<file path="src/include/ssrm_params.svh">
`ifndef SSRM_PARAMS_SVH
`define SSRM_PARAMS_SVH
// Printed offsets are register indices; byte address is four times the index
`define SSRM_IDX_SYS_FLAGS 8'h10
`define SSRM_IDX_TOUCH_STATUS 8'h31
`define SSRM_IDX_FUSE_ONE 8'hc5
`define SSRM_IDX_FUSE_THREE 8'hc7
`define SSRM_IDX_INIT_PTR 8'hc8
`define SSRM_IDX_EVT_STATUS 8'he0
`define SSRM_IDX_EVT_MASK 8'he1
`define SSRM_IDX_COMM_PTR 8'he2
`define SSRM_PTR_RESET 8'h10
`define SSRM_BIT_OUT_POL 5
`define SSRM_BIT_HALT 4
`define SSRM_BIT_LOW_POWER 3
`define SSRM_BIT_TUNE_BUSY 2
`define SSRM_BIT_NOISE 1
`define SSRM_BIT_FULL_SPEED 0
`define SSRM_BIT_TOUCH 1
`define SSRM_BIT_PROX 0
`define SSRM_EVT_TOUCH 0
`define SSRM_EVT_PROX 1
`define SSRM_EVT_NOISE 2
`define SSRM_EVT_WINDOW 3
`define SSRM_EVT_WIDTH 4
`endif

</file>
<file path="src/include/ssrm_pkg.sv">
package ssrm_pkg;
	typedef struct packed {
		logic out_active_high;
		logic filter_halted;
		logic low_power_sampling_flag;
		logic auto_tune_busy;
		logic noise_detected;
		logic undebounced_prox;
		logic touch;
		logic prox;
	} ssrm_sense_s;
	typedef logic [7:0] ssrm_byte_t;
endpackage

</file>
<file path="src/rtl/ssrm_regs.sv">
`timescale 1ns/10ps
`include "ssrm_params.svh"
// Operation
// [RULE1] Bit 5 reports logic output polarity
// [RULE2] Bit 4 high while average filter halted
// [RULE3] Bit 3 selects low-power sample interval; the code only mirrors SENSE.low_power_sampling_flag here and ignores writes
// [RULE4] Bit 2 high while auto-tune runs
// [RULE5] Bit 1 high when noise detected
// [RULE6] Bit 0 high on undebounced proximity full-speed
// [RULE7] Boost mode proximity leaves charge rate unchanged
// [RULE8] Status bit 1 reports touch
// [RULE9] Status bit 0 reports proximity
// [RULE10] Window start loads pointer from default register
// [RULE11] Read at window start returns pointed register
// [RULE12] Fuse bank bytes read-only; third unused
// [RULE13] Undefined status bits zero; read-only writes ignored
module ssrm_regs import ssrm_pkg::*; #(
	parameter logic [7:0] FUSE_ONE_VALUE = 8'h00 // Arbitrary strap value
) (
	input wire logic SYS_CLK, // 25 MHz clock
	input wire logic SRST, // Sync reset, high
	input wire logic PSEL, // APB select
	input wire logic PENABLE, // APB enable
	input wire logic PWRITE, // APB direction
	input wire logic [11:0] PADDR, // APB byte address
	input wire logic [31:0] PWDATA, // APB write data
	output logic [31:0] PRDATA, // APB read data
	output logic PREADY, // APB ready
	output logic PSLVERR, // APB error
	input wire ssrm_sense_s SENSE, // Sense core state, same clock
	input wire logic BOOST_POWER_MODE, // Boost-power sampling active
	input wire logic WINDOW_START, // Comm window opens, pulse
	input wire logic WINDOW_READ, // Serial read at pointer, pulse
	output logic [7:0] WINDOW_DATA, // Byte returned to serial side
	output logic [7:0] COMM_PTR, // Active comm pointer
	output logic FULL_SPEED_CHARGE, // Charge rate boost request
	output logic IRQ // Level interrupt
);
	logic [7:0] init_ptr_r;
	logic [7:0] comm_ptr_r;
	logic [7:0] sys_flags_r;
	logic [7:0] status_r;
	logic [`SSRM_EVT_WIDTH-1:0] evt_r;
	logic [`SSRM_EVT_WIDTH-1:0] mask_r;
	logic [`SSRM_EVT_WIDTH-1:0] evt_set;
	logic [7:0] prev_status_r;
	logic noise_prev_r;
	logic [31:0] rdata_nxt;
	logic [7:0] win_nxt;
	logic access;
	logic wr;
	logic rd;
	logic mapped;
	logic [7:0] idx;

	assign access = PSEL && PENABLE;
	assign wr = access && PWRITE;
	assign rd = access && !PWRITE;
	assign idx = PADDR[9:2];
	assign PREADY = 1'b1;
	assign PSLVERR = access && (!mapped || PADDR[11:10] != 2'b00 || PADDR[1:0] != 2'b00);

	// Flags sampled once per cycle so a read sees a coherent byte
	always_ff @(posedge SYS_CLK) begin
		if (SRST) begin
			sys_flags_r <= 8'h00;
			status_r <= 8'h00;
		end else begin
			sys_flags_r <= {2'b00, SENSE.out_active_high, SENSE.filter_halted, // see [RULE1] [RULE2]
				SENSE.low_power_sampling_flag, SENSE.auto_tune_busy, // see [RULE3] [RULE4]
				SENSE.noise_detected, SENSE.undebounced_prox}; // see [RULE5] [RULE6]
			status_r <= {6'h00, SENSE.touch, SENSE.prox}; // see [RULE8] [RULE9] [RULE13]
		end
	end

	// Boost mode already charges at full rate, so the flag alone changes nothing
	always_ff @(posedge SYS_CLK) begin
		if (SRST) begin
			FULL_SPEED_CHARGE <= 1'b0;
		end else begin
			FULL_SPEED_CHARGE <= SENSE.undebounced_prox && !BOOST_POWER_MODE; // see [RULE7]
		end
	end

	always_ff @(posedge SYS_CLK) begin
		if (SRST) begin
			init_ptr_r <= `SSRM_PTR_RESET;
			mask_r <= '0;
		end else if (wr) begin
			if (idx == `SSRM_IDX_INIT_PTR && PADDR[11:10] == 2'b00) begin
				init_ptr_r <= PWDATA[7:0];
			end
			if (idx == `SSRM_IDX_EVT_MASK && PADDR[11:10] == 2'b00) begin
				mask_r <= PWDATA[`SSRM_EVT_WIDTH-1:0];
			end
		end
	end

	// Window start wins; a read does not advance the pointer
	always_ff @(posedge SYS_CLK) begin
		if (SRST) begin
			comm_ptr_r <= `SSRM_PTR_RESET;
		end else if (WINDOW_START) begin
			comm_ptr_r <= init_ptr_r; // see [RULE10]
		end
	end
	assign COMM_PTR = comm_ptr_r;

	function automatic logic [7:0] reg_byte(input logic [7:0] a);
		case (a)
			`SSRM_IDX_SYS_FLAGS: reg_byte = sys_flags_r;
			`SSRM_IDX_TOUCH_STATUS: reg_byte = status_r;
			`SSRM_IDX_FUSE_ONE: reg_byte = FUSE_ONE_VALUE; // see [RULE12]
			`SSRM_IDX_FUSE_THREE: reg_byte = 8'h00; // see [RULE12]
			`SSRM_IDX_INIT_PTR: reg_byte = init_ptr_r;
			default: reg_byte = 8'h00;
		endcase
	endfunction

	// Next pointer seen by a read in the same cycle as window start
	always_comb begin
		win_nxt = reg_byte(WINDOW_START ? init_ptr_r : comm_ptr_r); // see [RULE11]
	end

	always_ff @(posedge SYS_CLK) begin
		if (SRST) begin
			WINDOW_DATA <= 8'h00;
		end else if (WINDOW_READ) begin
			WINDOW_DATA <= win_nxt; // see [RULE11]
		end
	end

	always_comb begin
		mapped = 1'b1;
		rdata_nxt = 32'h0000_0000;
		case (idx)
			`SSRM_IDX_SYS_FLAGS,
			`SSRM_IDX_TOUCH_STATUS,
			`SSRM_IDX_FUSE_ONE,
			`SSRM_IDX_FUSE_THREE,
			`SSRM_IDX_INIT_PTR: rdata_nxt = {24'h00_0000, reg_byte(idx)};
			`SSRM_IDX_EVT_STATUS: rdata_nxt = {28'h000_0000, evt_r};
			`SSRM_IDX_EVT_MASK: rdata_nxt = {28'h000_0000, mask_r};
			`SSRM_IDX_COMM_PTR: rdata_nxt = {24'h00_0000, comm_ptr_r};
			default: mapped = 1'b0;
		endcase
	end

	always_ff @(posedge SYS_CLK) begin
		if (SRST) begin
			PRDATA <= 32'h0000_0000;
		end else if (PSEL && !PENABLE && !PWRITE) begin
			PRDATA <= (PADDR[11:10] == 2'b00) ? rdata_nxt : 32'h0000_0000;
		end
	end

	always_ff @(posedge SYS_CLK) begin
		if (SRST) begin
			prev_status_r <= 8'h00;
			noise_prev_r <= 1'b0;
		end else begin
			prev_status_r <= status_r;
			noise_prev_r <= sys_flags_r[`SSRM_BIT_NOISE];
		end
	end

	always_comb begin
		evt_set = '0;
		evt_set[`SSRM_EVT_TOUCH] = status_r[`SSRM_BIT_TOUCH] && !prev_status_r[`SSRM_BIT_TOUCH];
		evt_set[`SSRM_EVT_PROX] = status_r[`SSRM_BIT_PROX] && !prev_status_r[`SSRM_BIT_PROX];
		evt_set[`SSRM_EVT_NOISE] = sys_flags_r[`SSRM_BIT_NOISE] && !noise_prev_r;
		evt_set[`SSRM_EVT_WINDOW] = WINDOW_START;
	end

	// Read clears on the access edge; new events in that cycle survive
	always_ff @(posedge SYS_CLK) begin
		if (SRST) begin
			evt_r <= '0;
		end else if (rd && idx == `SSRM_IDX_EVT_STATUS && PADDR[11:10] == 2'b00) begin
			evt_r <= evt_set;
		end else begin
			evt_r <= evt_r | evt_set;
		end
	end

	assign IRQ = |(evt_r & mask_r);

	for (genvar gi = 0; gi < `SSRM_EVT_WIDTH; gi++) begin : g_evt_chk

	end
endmodule

</file>
<file path="config.mk">
export PLATFORM = sky130hd
export DESIGN_NAME = ssrm_regs
export DESIGN_NICKNAME = d
export VERILOG_FILES = /design/src/include/ssrm_pkg.sv /design/src/rtl/ssrm_regs.sv
export VERILOG_INCLUDE_DIRS = /design/src /design/src/include
export SDC_FILE = /design/constraint.sdc
export NUM_CORES = 1
export LEC_CHECK = 0
export BUFFER_PORTS_ARGS = -buffer_cell sky130_fd_sc_hd__buf_2
export CORE_MARGIN = 3
export CORE_UTILIZATION = 51
export CTS_CLUSTER_SIZE = 10
export DETAILED_ROUTE_END_ITERATION = 10
export GPL_ROUTABILITY_DRIVEN = 1
export PLACE_DENSITY_LB_ADDON = 0.05
export RECOVER_POWER = 50
export REMOVE_ABC_BUFFERS = 1
export SYNTH_ARGS = -nofsm -noshare
export SYNTH_HDL_FRONTEND = slang
export SYNTH_SLANG_ARGS = --single-unit
</file>
<file path="constraint.sdc">
create_clock -name SYS_CLK -period 4.68 [get_ports SYS_CLK]
set_input_delay 0.702 -clock SYS_CLK [delete_from_list [all_inputs] [get_ports SYS_CLK]]
set_output_delay 0.702 -clock SYS_CLK [all_outputs]
set_load 0.005 [all_outputs]
</file>
==> flow_summary.ini <==
[routing]
totalWireLength_um = 6000
post_drt_wl_per_cell_um = 14.7
routed_via_density = 5.38
ant_nets = 0
dr.first_iter.drc_count = 177
dr.pass1.iters = 4
num_vias = 2197
drc = 0

[synth]
synth_warnings = 0
synth-seq-cells = 52
yosysMostFrequentCell = dfxtp_1
synth_commonest_cells = 52 x dfxtp_1, 26 x buf_4, 24 x nor2_1, 18 x a21oi_1, 18 x nand2_1
synth_edf_count = 0
ys_seq_area_share_pct = 40.7
yosys.area.top_type = dfxtp_1
synth_top_area_share_pct = 40.7
syn_area_per_cell_um2 = 8.96
yosys-top-cells-area = dfxtp_1 41%, buf_4 7.6%, mux2i_1 4.3%
syn-instance-count = 285
async_flop_share_pct = 0
synthFlopType = dfxtp_1
ys_types = 50
syn_area_um2 = 2550

[global_route]
use_met1_pct = 28.0
use_met3_pct = 4.11
overflow = 0
grt_usage_pct = 20.5
antenna_found_initial = 0
grt_use_met2_pct = 32.7
busiest_layer = met2
grt_pass1_vias = 2059
grt_pass1_wl_um = 9890
grt_start_max_net_pins = 27

[sta]
rsz0062_at_grt = false
hold_viol_final = 0
fin_crit_ns = 2.99
slew_viol_final = 0
skew_ns = 0.00846
fmax_ghz = 0.334
holdWs_ns = 0.416
timing.setup.tns_ns = 0
worst_slew_pin_slew_ns = 1.10
setup_violations = 0
layout_worst_path_cycle_share_pct = 63.9
slew_headroom_pct = 26.9

[die]
num_rows = 25
design.core.area_um2 = 4790
start_util_pct = 53.4
dieArea_um2 = 5900
die_w_um = 76.8
die_height_um = 76.8
io_pins = 112

[critical_path]
path_class = in -> out
cp_data_arrival_time_ns = 2.29
critPathMaxFanout = 5
r2r_end = WINDOW_DATA[4]$_SDFFE_PP0P_
r2r_cells = 4
startpoint = PADDR[5]
start_kind = input pin
critPathRequiredTime_ns = 3.98
cp-end-kind = output pin
cp-endpoint = PSLVERR
rrSetupSlack_ns = 2.15
r2r-start = init_ptr_r[0]$_SDFFE_PP0P_

[power]
power_per_cell_area_nw_per_um2 = 276
power.leakage_nw = 1.25
vdd_drop_max_uv = 217
power_uw = 796

[run_status]
status = completed

[cts]
cts.sinks = 52
hold_buffers = 0
clock_latency_ns = 0.30
cts_resized = 0
htree_num_levels = 2
clk_pin_slew_worst_paths_ns = 0.09
postCtsSetupBuffers = 0
cts_root_buf = clkbuf_8
cts_buffers = 5
cts_tree = built
cts_buffer_depth = 2

[finish]
synthToLayoutAreaGrowth_pct = 13.0
nets = 400
antenna_cells = 0
drive_gt1_share_pct = 23.2

[run]
maxCapViolations = 0

[placed_design]
place.gp.congestion = 0.813
hpwl_um = 4350
portBuffers = 62

[hold_path]
hold_start = prev_status_r[0]$_SDFF_PP0_
hold_class = reg -> reg
[critical path, stage by stage]
cell,delay [ns]
buf_2,0.12
nor4b_1,0.47
and3_1,0.40
or2_2,0.17
o31ai_1,0.06
o31a_1,0.24
buf_2,0.12
[stage by stage]
step           cell area (um2)  util, %  std cells  setup slack (ns)
2_1_floorplan             2390        -        269              2.17
3_3_place_gp              2800     58.6        400              1.48
3_5_place_dp              2800     58.6        400              1.53
4_1_cts                   2900     60.5        408              1.67
5_1_grt                   2890     60.3        408              1.52
6_report                  2890     60.3        408              1.69
[sequential cells by signal, indices dropped and copies added, names as in the netlist]
register           cells
COMM_PTR               8
PRDATA                 8
WINDOW_DATA            8
init_ptr_r             8
sys_flags_r            6
evt_r                  4
mask_r                 4
prev_status_r          2
status_r               2
FULL_SPEED_CHARGE      1
noise_prev_r           1
[layer usage]
| metal | share of wire (%) | vias up |
|---|---|---|
| met1 | 47 | 1010 |
| met2 | 45 | 82 |
| met4 | 0.87 | 0 |
| li1 | - | 1099 |
| met3 | 7.2 | 6 |
| met5 | 0 | - |
[cell type report]
| type | instances | area, um2 |
|---|---|---|
| well taps | 67 | 83.8 |
| repair buffers | 64 | 317 |
| multi-input cells | 214 | 1340 |
| fillers | 457 | 1900 |
| flip-flops and latches | 52 | 1040 |
| clock buffers | 6 | 82.6 |
| inverters | 3 | 11.3 |
| clock inverters | 2 | 10.0 |
[how the worst min path moves through the flow]
stage | endpoint | cells past startpoint
floorplan | evt_r[0]$_SDFF_PP0_ | 1
global placement | evt_r[0]$_SDFF_PP0_ | 1
detailed placement | evt_r[1]$_SDFF_PP0_ | 1
CTS | evt_r[1]$_SDFF_PP0_ | 1
global route | evt_r[1]$_SDFF_PP0_ | 1
finish | evt_r[1]$_SDFF_PP0_ | 1
[cell usage in the layout, fill, tap and decap left out, drive strengths merged, types with 3 or more instances in the layout]
cell type,n
nand3b,5
clkbuf,11
conb,25
inv,3
o21ai,6
nand3,12
mux2i,11
a211oi,5
buf,59
dfxtp,52
a21oi,18
or4b,3
a221oi,4
or3b,3
o31ai,3
nor3,3
nor2b,11
mux2,4
nor2,24
a22o,5
nand2b,4
and3,5
a22oi,13
nand2,18
[cell families (layout without fill, tap and decap cells)]
group / Yosys count / after routing / share of synthesized area, %
buffers and inverters: 42 / 75 / 10.1
and+or+nand+nor: 102 / 102 / 22.6
muxes: 15 / 15 / 6.07
xor gates and xnor gates: 2 / 2 / 0.686
AOI/OAI and AO/OA: 70 / 70 / 19.5
DFF: 52 / 52 / 40.7
other: 2 / 25 / 0.294
[where the power goes]
group / switching [mW] / internal, mW / total (mW)
clock: 0.141 / 0.118 / 0.259
combinational: 0.0435 / 0.0328 / 0.0763
sequential: 0.00709 / 0.453 / 0.460
total: 0.191 / 0.604 / 0.796
Power figures use the tool's default switching activity.
